**config.mk**
```make
export PLATFORM = sky130hd
export DESIGN_NAME = pss_speed_select
export DESIGN_NICKNAME = d
export VERILOG_FILES = /design/src/logic/pss_pkg.sv /design/src/logic/pss_pin_if.sv /design/src/logic/pss_speed_select.sv /design/src/logic/pss_pin_map.sv /design/src/logic/pss_preset_table.sv
export SDC_FILE = /design/constraint.sdc
export NUM_CORES = 1
export LEC_CHECK = 0
export ABC_CLOCK_PERIOD_IN_PS = 12070
export BUFFER_PORTS_ARGS = -buffer_cell sky130_fd_sc_hd__buf_2
export CAP_MARGIN = 40
export CORE_MARGIN = 2
export CORE_UTILIZATION = 40
export DETAILED_ROUTE_END_ITERATION = 16
export PLACE_DENSITY_LB_ADDON = 0.25
export SLEW_MARGIN = 10
export SYNTH_ARGS = -nofsm -noshare
export SYNTH_HDL_FRONTEND = slang
export SYNTH_HIERARCHICAL = 1
export SYNTH_SLANG_ARGS = --single-unit
```
**constraint.sdc**
```tcl
create_clock -name mclk -period 12.07 [get_ports mclk]
set_input_delay 1.207 -clock mclk [delete_from_list [all_inputs] [get_ports mclk]]
set_output_delay 1.207 -clock mclk [all_outputs]
set_load 0.01 [all_outputs]
```
**src/logic/pss_pkg.sv**
```systemverilog
package pss_pkg;
	// Frequency values in 0.01 Hz units
	localparam int FREQ_W = 16;
	// Marker for an unused preset
	localparam logic [15:0] NOT_SELECTED = 16'h270F;
	// Top of the programmable range, 400 Hz
	localparam logic [15:0] FREQ_MAX = 16'h9C40;
	// Reset values: 60 Hz, 30 Hz, 10 Hz, 5 Hz
	localparam logic [15:0] HIGH_RESET = 16'h1770;
	localparam logic [15:0] MID_RESET = 16'h0BB8;
	localparam logic [15:0] LOW_RESET = 16'h03E8;
	localparam logic [15:0] INCH_FREQ_RESET = 16'h01F4;
	localparam logic [15:0] ZERO_FREQ = 16'h0000;
	// Inching ramp time after reset, 0.5 s in 0.1 s steps
	localparam logic [15:0] INCH_RAMP_RESET = 16'h0005;
	// Ramp time limits: 3600 s in 0.1 s, 360 s in 0.01 s
	localparam logic [15:0] RAMP_MAX_COARSE = 16'h8CA0;
	localparam logic [15:0] RAMP_MAX_FINE = 16'h8CA0;
	// Ramp reference frequency after reset, 60 Hz
	localparam logic [15:0] RAMP_REF_RESET = 16'h1770;
	// Operation mode codes
	localparam logic [3:0] MODE_EXTERNAL = 4'h3;
	localparam logic [3:0] MODE_COMBINED = 4'h4;
	// Input pin function codes
	localparam logic [3:0] FN_LOW = 4'h0;
	localparam logic [3:0] FN_MID = 4'h1;
	localparam logic [3:0] FN_HIGH = 4'h2;
	localparam logic [3:0] FN_INCH = 4'h5;
	localparam logic [3:0] FN_EXTRA = 4'h8;
	localparam logic [3:0] FN_NONE = 4'hF;
	// Number of input pins, and parameter indices of the preset table
	localparam int PIN_N = 7;
	localparam logic [3:0] IDX_HIGH = 4'h1;
	localparam logic [3:0] IDX_MID = 4'h2;
	localparam logic [3:0] IDX_LOW = 4'h3;
	localparam logic [3:0] IDX_SPEED8 = 4'h8;
	// Command source
	typedef enum logic [1:0] {PSS_SRC_ANALOG, PSS_SRC_PRESET,
		PSS_SRC_INCH} pss_src_e;
endpackage

```
**src/logic/pss_pin_if.sv**
```systemverilog
`timescale 1ns/10ps
// Decoded contact functions passed from the pin mapper
interface pss_pin_if;
	logic speed_low_input;
	logic speed_mid_input;
	logic speed_high_input;
	logic extra_speed_bit;
	logic inching_select;
	modport source (output speed_low_input, speed_mid_input,
		speed_high_input, extra_speed_bit, inching_select);
	modport sink (input speed_low_input, speed_mid_input,
		speed_high_input, extra_speed_bit, inching_select);
endinterface

```
**src/logic/pss_speed_select.sv**
```systemverilog
`timescale 1ns/10ps
module pss_speed_select #(
	parameter int W = pss_pkg::FREQ_W,
	parameter int PINS = pss_pkg::PIN_N
) (
	// Clock, reset and enable
	input wire logic mclk,
	input wire logic reset,
	input wire logic clk_en,
	// Contact pins and run commands, asynchronous
	input wire logic [PINS-1:0] input_pins,
	input wire logic forward_run_command,
	input wire logic reverse_run_command,
	input wire logic second_function_select,
	// Pin function mapping, four bits per pin
	input wire logic [4*PINS-1:0] input_pin_function_params,
	// Mode parameters
	input wire logic [3:0] operation_mode_param,
	input wire logic [1:0] remote_function_select_param,
	input wire logic ramp_time_unit_param,
	input wire logic [1:0] param_write_select,
	// Preset table write port
	input wire logic preset_wr_en,
	input wire logic [3:0] preset_wr_index,
	input wire logic [W-1:0] preset_wr_value,
	// Inching and ramp parameter writes
	input wire logic inching_freq_wr_en,
	input wire logic inching_ramp_wr_en,
	input wire logic ramp_ref_wr_en,
	input wire logic [W-1:0] param_wr_value,
	// Analog derived commands
	input wire logic analog2_valid,
	input wire logic [W-1:0] analog2_freq,
	input wire logic [W-1:0] analog1_freq,
	// Results
	output logic [W-1:0] freq_command,
	output pss_pkg::pss_src_e command_source,
	output logic run_enable,
	output logic [W-1:0] ramp_time,
	output logic ramp_time_fine,
	output logic [W-1:0] ramp_reference_frequency,
	output logic use_second_ramp,
	output logic remote_enable
);
	// Two-stage synchronisers
	logic [PINS+2:0] sync_a;
	logic [PINS+2:0] sync_b;
	// Parameter registers
	logic [W-1:0] inching_frequency_param;
	logic [W-1:0] inching_ramp_time_param;
	logic [W-1:0] ramp_reference_frequency_param;
	// Decoded functions
	pss_pin_if pins_if ();
	// Preset table read data
	logic [W-1:0] table_value;

	// Synchronise asynchronous contacts
	always_ff @(posedge mclk or posedge reset)
	begin
		if (reset)
		begin
			sync_a <= '0;
			sync_b <= '0;
		end
		else if (clk_en)
		begin
			sync_a <= {second_function_select, reverse_run_command,
				forward_run_command, input_pins};
			sync_b <= sync_a;
		end
	end

	wire [PINS-1:0] pin_level = sync_b[PINS-1:0];
	wire run_cmd = sync_b[PINS] | sync_b[PINS+1];
	wire second_fn = sync_b[PINS+2];

	// Function routing by mapping codes
	pss_pin_map #(.PINS(PINS)) u_map (
		.pin_level(pin_level),
		.pin_function(input_pin_function_params),
		.fn(pins_if.source)
	);

	wire s_low = pins_if.speed_low_input;
	wire s_mid = pins_if.speed_mid_input;
	wire s_high = pins_if.speed_high_input;
	wire s_ext = pins_if.extra_speed_bit;
	wire inching = pins_if.inching_select;

	// Fixed combination lookup {extra,high,mid,low} to table index
	function automatic logic [3:0] combo_index(input logic [3:0] c);
		logic [3:0] idx;
		idx = 4'h0;
		case (c)
			4'h1: idx = pss_pkg::IDX_LOW;
			4'h2: idx = pss_pkg::IDX_MID;
			4'h4: idx = pss_pkg::IDX_HIGH;
			4'h3: idx = pss_pkg::IDX_LOW;
			4'h6: idx = pss_pkg::IDX_MID;
			4'h5: idx = pss_pkg::IDX_LOW;
			4'h7: idx = pss_pkg::IDX_LOW;
			4'h8: idx = 4'h8;
			4'h9: idx = 4'h9;
			4'hA: idx = 4'hA;
			4'hB: idx = 4'hB;
			4'hC: idx = 4'hC;
			4'hD: idx = 4'hD;
			4'hE: idx = 4'hE;
			4'hF: idx = 4'hF;
			default: idx = 4'h0;
		endcase
		return idx;
	endfunction

	// Speeds 4..7 use combos of two or all three inputs without extra bit
	function automatic logic [3:0] full_index(input logic [3:0] c);
		logic [3:0] idx;
		idx = combo_index(c);
		// Speed 4..7 combos replace the pairwise priority
		case (c)
			4'h3: idx = 4'h5;
			4'h5: idx = 4'h6;
			4'h6: idx = 4'h4;
			4'h7: idx = 4'h7;
			default: idx = idx;
		endcase
		return idx;
	endfunction

	wire [3:0] combo = {s_ext, s_high, s_mid, s_low};
	wire [3:0] ext_index = full_index(combo);
	wire [3:0] pri_index = combo_index(combo);

	// Speed 4..15 used only when programmed; else 4..7 fall back to priority, 8 gives zero, 9..15 give analog
	pss_preset_table #(.W(W)) u_table (
		.mclk(mclk),
		.reset(reset),
		.clk_en(clk_en),
		.wr_en(preset_wr_en),
		.wr_index(preset_wr_index),
		.wr_value(preset_wr_value),
		.rd_index(ext_index),
		.rd_value(table_value)
	);

	wire ext_unused = table_value == pss_pkg::NOT_SELECTED;
	wire is_extended = ext_index > pss_pkg::IDX_LOW;
	wire speed8_zero = (combo == 4'h8) && ext_unused;
	wire fallback = is_extended && ext_unused && !speed8_zero
		&& (pri_index != 4'h0) && (pri_index <= pss_pkg::IDX_LOW);
	wire [3:0] fb_index = pri_index;
	// Shadow copies of low and mid presets, read by the fallback path
	logic [W-1:0] preset_low_shadow;
	logic [W-1:0] preset_mid_shadow;
	// Second look-up only for the pairwise fallback
	logic [W-1:0] fb_value;
	always_comb
	begin
		case (fb_index)
			pss_pkg::IDX_LOW: fb_value = preset_low_shadow;
			pss_pkg::IDX_MID: fb_value = preset_mid_shadow;
			default: fb_value = preset_low_shadow;
		endcase
	end

	// Shadow copies follow the table writes for index low and mid
	always_ff @(posedge mclk or posedge reset)
	begin
		if (reset)
		begin
			preset_low_shadow <= pss_pkg::LOW_RESET;
			preset_mid_shadow <= pss_pkg::MID_RESET;
		end
		else if (clk_en && preset_wr_en &&
			preset_wr_value <= pss_pkg::FREQ_MAX)
		begin
			if (preset_wr_index == pss_pkg::IDX_LOW)
				preset_low_shadow <= preset_wr_value;
			if (preset_wr_index == pss_pkg::IDX_MID)
				preset_mid_shadow <= preset_wr_value;
		end
	end

	// Preset allowed by mode and remote setting
	wire mode_ext = (operation_mode_param == pss_pkg::MODE_EXTERNAL) ||
		(operation_mode_param == pss_pkg::MODE_COMBINED);
	wire remote_off = remote_function_select_param == 2'h0;
	wire preset_active = mode_ext && remote_off && (combo != 4'h0)
		&& !(is_extended && ext_unused && !speed8_zero && !fallback);
	wire [W-1:0] preset_value = speed8_zero ? pss_pkg::ZERO_FREQ :
		(fallback ? fb_value : table_value);

	// Inching valid in any mode
	wire inch_active = inching;

	// Parameter writes, range checked
	wire ramp_limit_ok = param_wr_value <= (ramp_time_unit_param ?
		pss_pkg::RAMP_MAX_FINE : pss_pkg::RAMP_MAX_COARSE);
	always_ff @(posedge mclk or posedge reset)
	begin
		if (reset)
		begin
			inching_frequency_param <= pss_pkg::INCH_FREQ_RESET;
			inching_ramp_time_param <= pss_pkg::INCH_RAMP_RESET;
			ramp_reference_frequency_param <= pss_pkg::RAMP_REF_RESET;
		end
		else if (clk_en)
		begin
			if (inching_freq_wr_en && param_wr_value <= pss_pkg::FREQ_MAX)
				inching_frequency_param <= param_wr_value;
			if (inching_ramp_wr_en && ramp_limit_ok)
				inching_ramp_time_param <= param_wr_value;
			if (ramp_ref_wr_en && param_wr_value <= pss_pkg::FREQ_MAX)
				ramp_reference_frequency_param <= param_wr_value;
		end
	end

	// Priority resolution of the command
	logic [W-1:0] next_freq;
	pss_pkg::pss_src_e next_src;
	always_comb
	begin
		if (inch_active)
		begin
			next_freq = inching_frequency_param;
			next_src = pss_pkg::PSS_SRC_INCH;
		end
		else if (preset_active)
		begin
			next_freq = preset_value;
			next_src = pss_pkg::PSS_SRC_PRESET;
		end
		else
		begin
			next_freq = analog2_valid ? analog2_freq :
				analog1_freq;
			next_src = pss_pkg::PSS_SRC_ANALOG;
		end
	end

	// Registered outputs
	always_ff @(posedge mclk or posedge reset)
	begin
		if (reset)
		begin
			freq_command <= pss_pkg::ZERO_FREQ;
			command_source <= pss_pkg::PSS_SRC_ANALOG;
			run_enable <= 1'b0;
			ramp_time <= pss_pkg::INCH_RAMP_RESET;
			ramp_time_fine <= 1'b0;
			ramp_reference_frequency <= pss_pkg::RAMP_REF_RESET;
			use_second_ramp <= 1'b0;
			remote_enable <= 1'b0;
		end
		else if (clk_en)
		begin
			freq_command <= next_freq;
			command_source <= next_src;
			run_enable <= run_cmd;
			ramp_time <= inching_ramp_time_param;
			ramp_time_fine <= ramp_time_unit_param;
			ramp_reference_frequency <= ramp_reference_frequency_param;
			use_second_ramp <= second_fn && !inch_active;
			remote_enable <= !remote_off && !inch_active;
		end
	end

	// Write select does not gate preset writes
	wire unused_ws = ^param_write_select;

	// Guards on the registered outputs, one cycle after the cause
	AST_INCH_FIRST: assert property (@(posedge mclk)
		disable iff (reset) clk_en && inch_active
		|=> freq_command == $past(inching_frequency_param))
		else $error("inching not first");
	AST_NO_PRESET_REMOTE: assert property (@(posedge mclk)
		disable iff (reset) clk_en && !remote_off && !inch_active
		|=> command_source == pss_pkg::PSS_SRC_ANALOG)
		else $error("preset used in remote mode");
	AST_MODE: assert property (@(posedge mclk)
		disable iff (reset) clk_en && !mode_ext && !inch_active
		|=> command_source != pss_pkg::PSS_SRC_PRESET)
		else $error("preset outside modes 3 and 4");
	AST_RUN: assert property (@(posedge mclk)
		disable iff (reset) clk_en && !run_cmd |=> !run_enable)
		else $error("run without command");
	AST_SPEED8: assert property (@(posedge mclk)
		disable iff (reset)
		clk_en && speed8_zero && mode_ext && remote_off && !inch_active
		|=> freq_command == pss_pkg::ZERO_FREQ)
		else $error("speed 8 unused not zero");
	AST_SECOND: assert property (@(posedge mclk)
		disable iff (reset) clk_en && inch_active
		|=> !use_second_ramp && !remote_enable)
		else $error("second ramp during inching");
	AST_ANALOG: assert property (@(posedge mclk)
		disable iff (reset)
		clk_en && !inch_active && !preset_active && !analog2_valid
		|=> freq_command == $past(analog1_freq))
		else $error("analog not passed");
	AST_MID_WINS: assert property (@(posedge mclk)
		disable iff (reset)
		clk_en && combo == 4'h2 && mode_ext && remote_off && !inch_active
		|=> freq_command == $past(table_value))
		else $error("mid preset not used");
	COV_INCH: cover property (@(posedge mclk) inch_active && run_cmd);
	COV_PRESET: cover property (@(posedge mclk) preset_active);
	COV_S8: cover property (@(posedge mclk) speed8_zero);
endmodule // pss_speed_select

```
**src/logic/pss_pin_map.sv**
```systemverilog
`timescale 1ns/10ps
// Routes synchronised pins to functions by their function codes
module pss_pin_map #(
	parameter int PINS = pss_pkg::PIN_N
) (
	// Synchronised pin levels
	input wire logic [PINS-1:0] pin_level,
	// Function code of each pin, four bits per pin
	input wire logic [4*PINS-1:0] pin_function,
	// Decoded functions
	pss_pin_if.source fn
);
	// OR of all pins carrying a given code
	function automatic logic pick(input logic [PINS-1:0] lv,
		input logic [4*PINS-1:0] code, input logic [3:0] want);
		logic hit;
		hit = 1'b0;
		for (int i = 0; i < PINS; i++)
			hit = hit | (lv[i] & (code[4*i +: 4] == want));
		return hit;
	endfunction

	assign fn.speed_low_input = pick(pin_level, pin_function,
		pss_pkg::FN_LOW);
	assign fn.speed_mid_input = pick(pin_level, pin_function,
		pss_pkg::FN_MID);
	assign fn.speed_high_input = pick(pin_level, pin_function,
		pss_pkg::FN_HIGH);
	assign fn.extra_speed_bit = pick(pin_level, pin_function,
		pss_pkg::FN_EXTRA);
	assign fn.inching_select = pick(pin_level, pin_function,
		pss_pkg::FN_INCH);
endmodule // pss_pin_map

```
**src/logic/pss_preset_table.sv**
```systemverilog
`timescale 1ns/10ps
// Fifteen preset frequencies with write port and one read port
module pss_preset_table #(
	parameter int W = pss_pkg::FREQ_W
) (
	// Clock and reset
	input wire logic mclk,
	input wire logic reset,
	input wire logic clk_en,
	// Write port, accepted at any time
	input wire logic wr_en,
	input wire logic [3:0] wr_index,
	input wire logic [W-1:0] wr_value,
	// Read port
	input wire logic [3:0] rd_index,
	output logic [W-1:0] rd_value
);
	// Index 0 unused; 1..3 high/mid/low, 4..15 speeds
	logic [W-1:0] freq [15:0];
	// Range check: 0..400 Hz, or unused marker above speed 3
	wire value_ok = (wr_value <= pss_pkg::FREQ_MAX) ||
		((wr_index > pss_pkg::IDX_LOW) &&
		(wr_value == pss_pkg::NOT_SELECTED));
	wire do_write = wr_en && (wr_index != 4'h0) && value_ok;

	// Table storage; writes work while running
	always_ff @(posedge mclk or posedge reset)
	begin
		if (reset)
		begin
			for (int i = 0; i < 16; i++)
				freq[i] <= pss_pkg::NOT_SELECTED;
			freq[1] <= pss_pkg::HIGH_RESET;
			freq[2] <= pss_pkg::MID_RESET;
			freq[3] <= pss_pkg::LOW_RESET;
		end
		else if (clk_en && do_write)
			freq[wr_index] <= wr_value;
	end

	assign rd_value = freq[rd_index];
endmodule // pss_preset_table

```
=== Word-level counts from Yosys, hierarchy flattened ===
Memories as Yosys holds them, arrays and structs flattened.
Index checks and enable logic that the tools add are counted.

* Register bits after elaboration: 410
* Output and inout bits: 54
* Bits of input ports: 123
* Bits in read-only memories: 128
* Logic and storage cells: 206
* Memories kept: 2

* Equality and inequality tests: 40
* Multiplexer cells: 14
* Bitwise logic cells: 66
* Order comparisons: 9
* Reduce and logical (&&, ||, !) cells: 44

{| class="wikitable"
|+ Memory list
! name !! depth !! width !! read ports !! clocked after Yosys merged registers in !! write ports !! RTL line !! text
|-
| (name not given) || 16 || 4 || 1 || 0 || 0 || pss_speed_select.sv:94 || <nowiki>case (c)</nowiki>
|-
| (name not given) || 16 || 4 || 1 || 0 || 0 || pss_speed_select.sv:94 ||
|}

{| class="wikitable"
|+ Operators with widths
! operator !! count
|-
| $bwmux 256 || 1
|-
| $mux 16 || 8
|-
| $bmux 16 s4 || 1
|-
| $demux 16 s4 || 1
|-
| $eq 4x2->1 const B || 12
|-
| $le 16x16->1 const B || 3
|-
| $eq 4x3->1 const B || 11
|-
| $and 1x1->1 || 35
|-
| $eq 16x14->1 const B || 2
|-
| $eq 4x4->1 const B || 8
|-
| $or 1x1->1 || 31
|-
| $eq 4x1->1 const B || 7
|-
| $logic_not 4->1 || 7
|-
| $logic_and 1x1->1 || 21
|-
| $pmux 4 s4 || 1
|-
| $reduce_bool 4->1 || 3
|-
| $lt 4x5->1 const B || 2
|-
| $reduce_and 2->1 || 5
|-
| $gt 4x2->1 const B || 2
|-
| $logic_not 1->1 || 5
|-
| $ge 4x1->1 const B || 1
|-
| $le 4x2->1 const B || 1
|-
| $logic_not 2->1 || 1
|-
| $logic_or 1x1->1 || 2
|-
| other kinds (2) || 2
|}

=== Depth between registers and ports, before layout ===
Gate-level depths: netlist (run 1).

* Word-level depth: 24
* Mapped depth: 19
* Depth with buffers taken out: 15

=== Hierarchy ===
Netlist (run 1), hierarchy kept.

{| class="wikitable"
|+ By module, submodules not included
! module !! seq. area each (um^2) !! times used !! cells an instance !! area an instance (um^2)
|-
| pss_preset_table || 6561.3 || 1 || 695 || 12135.4
|-
| pss_speed_select || 3900.0 || 1 || 528 || 6979.2
|-
| pss_pin_map || 0.0 || 1 || 64 || 426.7
|}

=== Least setup slack after synthesis (run 1) ===
Ideal clock, no wire load.

* Path type: in2reg
* Start: input port input_pin_function_params[17]
* End: register freq_command[0]
* Path slack: 5.992 ns
* Arrival time: 5.953 ns
* Cell stages on the path: 17
* Setup time: 0.126 ns
* Path buffers: 4
* Path through: nand2b_1 nor3b_1 a2111oi_1 nand3_1 nor3_1 xor2_1 buf_2 buf_1 mux4_2 mux4_2 or4b_1 or4_1 buf_6 o21a_1 buf_2 o211ai_1 a21oi_2

* Cells in the longest elaborated chain, start to end: 21

{| class="wikitable"
|+ Ends and longest elaborated chain
! what !! RTL line !! text
|-
| from (decl) || pss_speed_select.sv:16 || <nowiki>input wire logic [4*PINS-1:0] input_pin_function_params,</nowiki>
|-
| $eq 4x1->1 * || pss_pin_map.sv:19 || <nowiki>hit = hit | (lv[i] & (code[4*i +: 4] == want));</nowiki>
|-
| $and 1x1->1 * || pss_pin_map.sv:19 ||
|-
| $or 1x1->1 * (3 in a row) || pss_pin_map.sv:19 ||
|-
| named net pins_if.speed_mid_input || pss_pin_if.sv:5 || <nowiki>logic speed_mid_input;</nowiki>
|-
| $mem_v2 16x4, or another cell as far along || - ||
|-
| $pmux 4 s4 * || pss_speed_select.sv:120 || <nowiki>case (c)</nowiki>
|-
| named net ext_index[0] || pss_speed_select.sv:131 || <nowiki>wire [3:0] ext_index = full_index(combo);</nowiki>
|-
| $bmux 16 s4 * || pss_preset_table.sv:41 || <nowiki>assign rd_value = freq[rd_index];</nowiki>
|-
| [... 1 more ...] || - ||
|-
| named net table_value[5] || pss_speed_select.sv:55 || <nowiki>logic [W-1:0] table_value;</nowiki>
|-
| [... 3 more ...] || - ||
|-
| $logic_and 1x1->1 || pss_speed_select.sv:149, pss_speed_select.sv:189 ||
|-
| $logic_and 1x1->1 (2 in a row) || pss_speed_select.sv:150 || <nowiki>&& (pri_index != 4'h0) && (pri_index <= pss_pkg::IDX_LOW);</nowiki>
|-
| $logic_not 1->1 || pss_speed_select.sv:189 || <nowiki>&& !(is_extended && ext_unused && !speed8_zero && !fallback);</nowiki>
|-
| $logic_and 1x1->1 || pss_speed_select.sv:189 ||
|-
| $logic_not 1->1 || pss_speed_select.sv:189 ||
|-
| $logic_and 1x1->1 || pss_speed_select.sv:189 ||
|-
| $mux 16 * || pss_speed_select.sv:228 || <nowiki>else if (preset_active)</nowiki>
|-
| $mux 16 * || pss_speed_select.sv:223 || <nowiki>if (inch_active)</nowiki>
|-
| to (signal assigned) || pss_speed_select.sv:246 || <nowiki>freq_command <= pss_pkg::ZERO_FREQ;</nowiki>
|-
| to (signal assigned) || pss_speed_select.sv:257 || <nowiki>freq_command <= next_freq;</nowiki>
|-
| to (decl) || pss_speed_select.sv:36 || <nowiki>output logic [W-1:0] freq_command,</nowiki>
|}

The timed path passes the listed nets; every way through them passes the cells marked *. The select of a mux whose other input is x is not followed.
A chain may end at the register's enable or synchronous reset.

=== Worst setup path after layout (run 1) ===
* Start: input port input_pin_function_params[17]
* End: register freq_command[14]

The elaborated chain is that of the path after synthesis.

==> results by group, run 1 <==
Run status
  • Outcome: complete, no violations

Clock tree
  • Worst-Skew Late Latency: 0.57 ns
  • Total CTS buffers: 45
  • Clock-pin slew on the worst setup and hold paths: roughly 0.06 ns
  • H-tree depth: 2
  • TritonCTS clock tree: yes
  • CTS Buffer Depth: 3
  • Cts hold-fix bufs: 0
  • Setup repair bufs after CTS: 0
  • Clock sinks: 410
  • CTS root buffer: clkbuf_16
  • Post_cts resized: 0

Synth
  • Post-synthesis xor/xnor area fraction: 0.000448
  • Yosys top cell area share: 0.319
  • Fraction of the yosys area taken by sequential cells: 0.535
  • Synth Flop Type: dfrtp_1
  • Largest family of logic cells by synthesized area: multiplexers
  • Synth warnings: 6
  • Yosys cell types: 73
  • Flip-flop and latch count after synthesis: ~400
  • Post-synthesis mux area share: 0.326
  • Area fraction in compound gates after synthesis: 0.0578
  • Post-synth EDFFs: 0
  • Area contributors post-synth: dfrtp_1, dfstp_2, mux2_2
  • Adder-Cell Fraction of Synth Area: 0.000512
  • Yosys top cell by area: dfrtp_1
  • Cell area after synthesis: between 15,000 and 20,000 sq um
  • Mean Syn Cell Area: 15.2 sq um
  • Post-Synth Simple-Gate Area: 0.0489
  • Async S/R FF share, synth: 1.00
  • Syn nets: roughly 1,400
  • Syn Inst Count: 1,287

Hold path
  • WHS Endpoint: u_table/freq[3]
  • Hold Path Depth: 0
  • HP Class: flip-flop to flip-flop
  • Worst hold path startpoint: u_table/freq[3]

Setup path
  • Crit-path max FO: 36
  • WS Path Type: input port to flip-flop
  • Worst-path cell chain: buf_2, nand2b_1, nor3b_1, a2111oi_1, nand3_1, nor3_1, xor2_4, buf_4, buf_4, mux4_2, mux4_2, or4b_1, or4_1, o21ai_4, a21oi_1, a21oi_1
  • Critical Path Source Type: input port
  • CP endpoint kind: flip-flop
  • Critical R2R Capture: freq_command[14]
  • R2R Path Start: sync_b[6]
  • Worst EP arrival: 7.96 ns
  • Slowest cell delay on critical path: 0.79 ns
  • Crit-path slowest cell: or4_1
  • R2R Setup Slk: 4.88 ns
  • Reg2reg path depth: 15
  • CP startpoint: input_pin_function_params[17]
  • Required @ worst endpoint: between 10 and 15 ns
  • Worst Path Buf+Inv: 3
  • Critical path's top delay family: simple AND/OR/NAND/NOR gates

Timing
  • Worst Tran Pin Value: 0.889 ns
  • Worst hold slack: 0.364 ns
  • Setup WS post-layout: 4.60 ns
  • Final min period: 7.47 ns
  • Fmax: 134 MHz
  • Relative slew margins: 0.404
  • Unrepaired setup endpoints after global routing: no
  • Final TNS setup: 0 ns
  • Final setup fails: 0
  • Worst clock skew: roughly 0.0095 ns
  • Fin crit share: 0.619
  • Slew Viols, Final: 0
  • Fin. Hold Viols: 0

Power and ir drop
  • PwrDens: 169 nW/um^2
  • Tot Pwr: 3.84 mW
  • VDD IR max: 0.0928 mV
  • Leakage: 9.64 nW

Drt
  • Vias per cell: 5.59
  • Routed WL: 48.3 mm
  • Via count: between 10,000 and 15,000
  • Post-route DRC violation count: 0
  • WL/cell: 23.1 um
  • Antenna-violating nets left: 0
  • DRT iter0 DRCs: 745
  • Drt first pass iters: 5

GRT
  • First-pass GRT wire length: 74.0 mm
  • Number of global-route vias before repair: ~12,000
  • Initial antenna violation count: 7
  • GRT Total Usage: 0.193
  • GRT overflow: 0
  • Largest net degree at the start of global routing: 124

Placed design
  • Dpl ws: 3.95 ns
  • DP Area: 21,200 sq um
  • IO buf count: approximately 170
  • DP HPWL: 31.7 mm
  • GPL Wtd Cong: a little over 0.8

Die
  • Die H: approximately 230 um
  • Chip width: 225 um
  • Core area: about 48,000 sq um
  • Initial Util: 0.408
  • Die Footprint: 50,600 sq um
  • # IOs: 177
  • Row count: 80

Layout
  • Area of the multi-input gates: around 8500 sq um
  • Most common cell after layout, fill and taps aside: mux2_2
  • Commonest non-fill, non-tap cells in the layout: mux2_2, dfrtp_1, buf_2
  • Layout Nets: 1,560
  • Area Growth Syn to Fin: 16.1%
  • Fill cells: 4,220
  • Sequential cell area: 10,500 sq um
  • Design area: 22,700 sq um
  • Layout cells sized above 1: 0.642

Run
  • Max cap viols: 0
## synthesized netlist by cell type, types with 9 or more instances
cell type	instances
a21oi_1	23
a21oi_2	22
buf_2	15
buf_6	12
clkbuf_1	61
dfrtp_1	249
dfstp_2	161
inv_1	14
mux2_2	337
mux2_4	46
mux4_2	80
nand2_1	17
nand3_1	11
nand3b_1	17
nor2_1	20
nor2b_1	9
nor3_1	17
nor4_1	10
o211ai_1	10
o21ai_0	34
## stage by stage
stage	utilization	instances
after floorplan	-	1287
after global placement	0.434	1989
after detailed placement	0.442	2004
after CTS	0.473	2087
after global routing	0.473	2090
final	0.473	2090
## worst max path at each step
stage,cells after the start,endpoint,slack [ns]
after floorplan,1,u_table/freq[100],4.03
after global placement,16,freq_command[11],3.98
after detailed placement,16,freq_command[10],3.95
after CTS,16,freq_command[10],4.54
after global routing,16,freq_command[10],4.10
final,16,freq_command[14],4.60
## flip-flops by register name (all words and copies together) (netlist names)
signal                          flops
u_table/freq                      256
freq_command                       16
inching_frequency_param            16
inching_ramp_time_param            16
preset_low_shadow                  16
preset_mid_shadow                  16
ramp_reference_frequency           16
ramp_reference_frequency_param     16
ramp_time                          16
sync_a                             10
sync_b                             10
command_source                      2
ramp_time_fine                      1
remote_enable                       1
run_enable                          1
use_second_ramp                     1
## final cells by class
class | instances | share of cell area
Antenna cell | 2 | 0.000221
Clock buffer | 74 | 0.0611
Clock inverter | 9 | 0.00447
Inverter | 14 | 0.00287
Multi-Input combinational cell | 763 | 0.377
Sequential cell | 410 | 0.461
Tap cell | 615 | 0.0339
Timing Repair Buffer | 203 | 0.0599
## report_power, final
part / switching, mW / internal, mW / leakage (nW)
registers: 0.103 / 1.65 / 4.84
clock network: 0.548 / 0.826 / 0.730
logic: 0.326 / 0.384 / 4.07
total: 0.977 / 2.86 / 9.64
## layer usage
metal  routed length, um  GRT usage  share of wire  vias up
li1                    -          -              -     5148
met1               22000      0.270           0.46     6170
met2               22800      0.309           0.47      279
met3                2560     0.0379          0.053       69
met4                 838     0.0479          0.017       10
met5                  69          0         0.0014        -
## logic make-up after synthesis
logic type | count (synthesis)
multiplexers | 471
adder cells (fa/ha/maj) | 1
buffers and inverters | 114
flip-flops | 410
XOR/XNOR | 1
AND/OR/NAND/NOR | 150
AO/OA/AOI/OAI | 140
Power figures use the tool's default switching activity.
==> inputs of run 2 (changes only) <==
- ABC_CLOCK_PERIOD_IN_PS: 12070 -> 6100
- clock period: 12.07 -> 6.1 ns (I/O delays scaled with it)
==> results by group, run 2 (synthesis results as in run 1) <==
Run status
  • Outcome: complete, no violations

Timing
  • Final TNS setup: 0 ns (unchanged)
  • Fin. Hold Viols: 0 (unchanged)
  • Worst clock skew: 0.00986 ns (+0.000312 ns)
  • Slew Viols, Final: 0 (unchanged)
  • Final min period: 5.52 ns
  • Setup WS post-layout: 0.578 ns (-4.02 ns)
  • Final setup fails: 0 (unchanged)
  • Worst Tran Pin Value: 0.896 ns (+0.00693 ns)
  • Unrepaired setup endpoints after global routing: no
  • Fmax: 181 MHz
  • Fin crit share: 0.905
  • Relative slew margins: 0.400 (-0.00464)

Drt
  • Post-route DRC violation count: 0 (unchanged)
  • Via count: 11,500 (-1.4%)
  • DRT iter0 DRCs: 585 (-21%)
  • Vias per cell: 5.50 (-1.5%)
  • Drt first pass iters: 6 (+1)
  • Routed WL: 47.3 mm (-2.0%)
  • WL/cell: 22.6 um (-2.1%)
  • Antenna-violating nets left: 0 (unchanged)

Power and ir drop
  • PwrDens: 332 nW/um^2 (+96%)
  • Leakage: 9.60 nW (-0.42%)
  • VDD IR max: 0.181 mV (+95%)

Clock tree
  • TritonCTS clock tree: yes
  • Worst-Skew Late Latency: 0.57 ns (about the same)
  • H-tree depth: 2 (unchanged)
  • Cts hold-fix bufs: 0 (unchanged)
  • Post_cts resized: 0 (unchanged)
  • CTS Buffer Depth: 3 (unchanged)
  • Clock-pin slew on the worst setup and hold paths: 0.06 ns (about the same)
  • Setup repair bufs after CTS: 0 (unchanged)
  • Total CTS buffers: 44 (-2.2%)
  • CTS root buffer: clkbuf_16
  • Clock sinks: 410 (unchanged)

Hold path
  • HP Class: input port to flip-flop
  • Hold Path Depth: 2 (+2)

GRT
  • GRT overflow: 0 (unchanged)
  • Number of global-route vias before repair: 11,900 (-0.60%)
  • First-pass GRT wire length: 72.3 mm (-2.3%)
  • Initial antenna violation count: 4 (-3)
  • GRT Total Usage: 0.188 (-0.00486)
  • Largest net degree at the start of global routing: 134 (+8.1%)

Setup path
  • Critical Path Source Type: flip-flop
  • Crit-path max FO: 44 (+22%)
  • Worst-path cell chain: or3b_4, nor3_1, a2111oi_1, nand3_1, nand3_1, o21ai_0, a2bb2oi_4, buf_12, mux4_2, mux4_2, or4b_1, or4_1, o21a_1, o211ai_1, a21oi_2
  • Reg2reg path depth: 15 (unchanged)
  • Crit-path slowest cell: or4_1
  • WS Path Type: flip-flop to flip-flop
  • Slowest cell delay on critical path: 0.63 ns (-0.16 ns)
  • CP endpoint kind: flip-flop
  • Required @ worst endpoint: 6.54 ns (-6.02 ns)
  • Worst EP arrival: 5.96 ns (-2.00 ns)

Layout
  • Area of the multi-input gates: 8530 sq um (-0.16%)
  • Layout cells sized above 1: 0.644 (+0.00140)
  • Most flops, register: u_table/freq
  • Area Growth Syn to Fin: 15.7%
  • Commonest non-fill, non-tap cells in the layout: mux2_2, dfrtp_1, buf_2
  • Most common cell after layout, fill and taps aside: mux2_2
  • Fill cells: 4,248 (+0.66%)
  • Layout Nets: 1,564 (+0.26%)
  • Sequential cell area: 10,500 sq um (unchanged)
  • Max reg flops: 256 (unchanged)

Placed design
  • IO buf count: 174 (unchanged)
  • DP HPWL: 31.0 mm (-2.0%)
  • Dpl ws: 0.355 ns (-3.59 ns)
  • GPL Wtd Cong: 0.836 (+3.6%)

Die
  • Row count: 80 (unchanged)
  • Die Footprint: 50,600 sq um (unchanged)
  • Chip width: 225 um (unchanged)
  • Die H: 225 um (unchanged)
  • # IOs: 177 (unchanged)
  • Core area: 47,900 sq um (unchanged)
  • Initial Util: 0.408 (unchanged)

Run
  • Max cap viols: 0 (unchanged)
run 2: cell type report:
type                    instances  area share
diodes                          2    0.000221
clock buffers                  68      0.0571
well taps                     615      0.0340
multi-input cells             763       0.377
flip-flops and latches        410       0.463
inverters                      14     0.00271
clock inverters                13     0.00487
repair buffers                208      0.0608
run 2: path summary, 6_finish.rpt:
| check | start | end | slack [ns] |
|---|---|---|---|
| min reg2reg | u_table/freq[10] | u_table/freq[10] | 0.36 |
| max | sync_b[6] | freq_command[1] | 0.58 |
| min | input_pins[0] | sync_a[0] | 0.28 |
| max in group asynchronous | reset | freq_command[11] | 4.15 |
| max reg2reg | sync_b[6] | freq_command[1] | 0.58 |
| min in group asynchronous | reset | sync_a[3] | 0.50 |
run 2: stage by stage:
stage / instances / total power, mW / area (sq um) / utilization / hold WS (ns)
6_report: 2093 / 7.50 / 22600 / 0.471 / 0.275
4_1_cts: 2089 / 7.60 / 22600 / 0.471 / 0.144
3_5_place_dp: 2008 / 4.96 / 21200 / 0.441 / 0.357
5_1_grt: 2091 / 7.85 / 22600 / 0.471 / 0.270
2_1_floorplan: 1287 / 4.48 / 19500 / - / 0.425
3_3_place_gp: 1999 / 4.90 / 20900 / 0.437 / 0.356
run 2: metal layers:
metal	share of wire	vias to the layer above	global-route usage
met5	0.00057	-	0
met4	0.024	4	0.0577
met3	0.052	66	0.0352
met2	0.47	257	0.301
met1	0.46	6027	0.260
li1	-	5162	-
run 2: report_power, final:
group / total [mW] / leakage (nW) / switching, mW / internal [mW]
sequential: 3.48 / 4.84 / 0.206 / 3.27
clock: 2.60 / 0.690 / 1.10 / 1.50
combinational: 1.43 / 4.07 / 0.646 / 0.780
total: 7.50 / 9.60 / 1.95 / 5.55
run 2: worst max-delay path, delay by kind of cell (launching register included):
family | cells | cell delay (ns)
flops | 1 | 0.41
buf+inv | 1 | 0.28
simple gates | 6 | 2.18
compound gates | 6 | 1.60
mux | 2 | 0.89
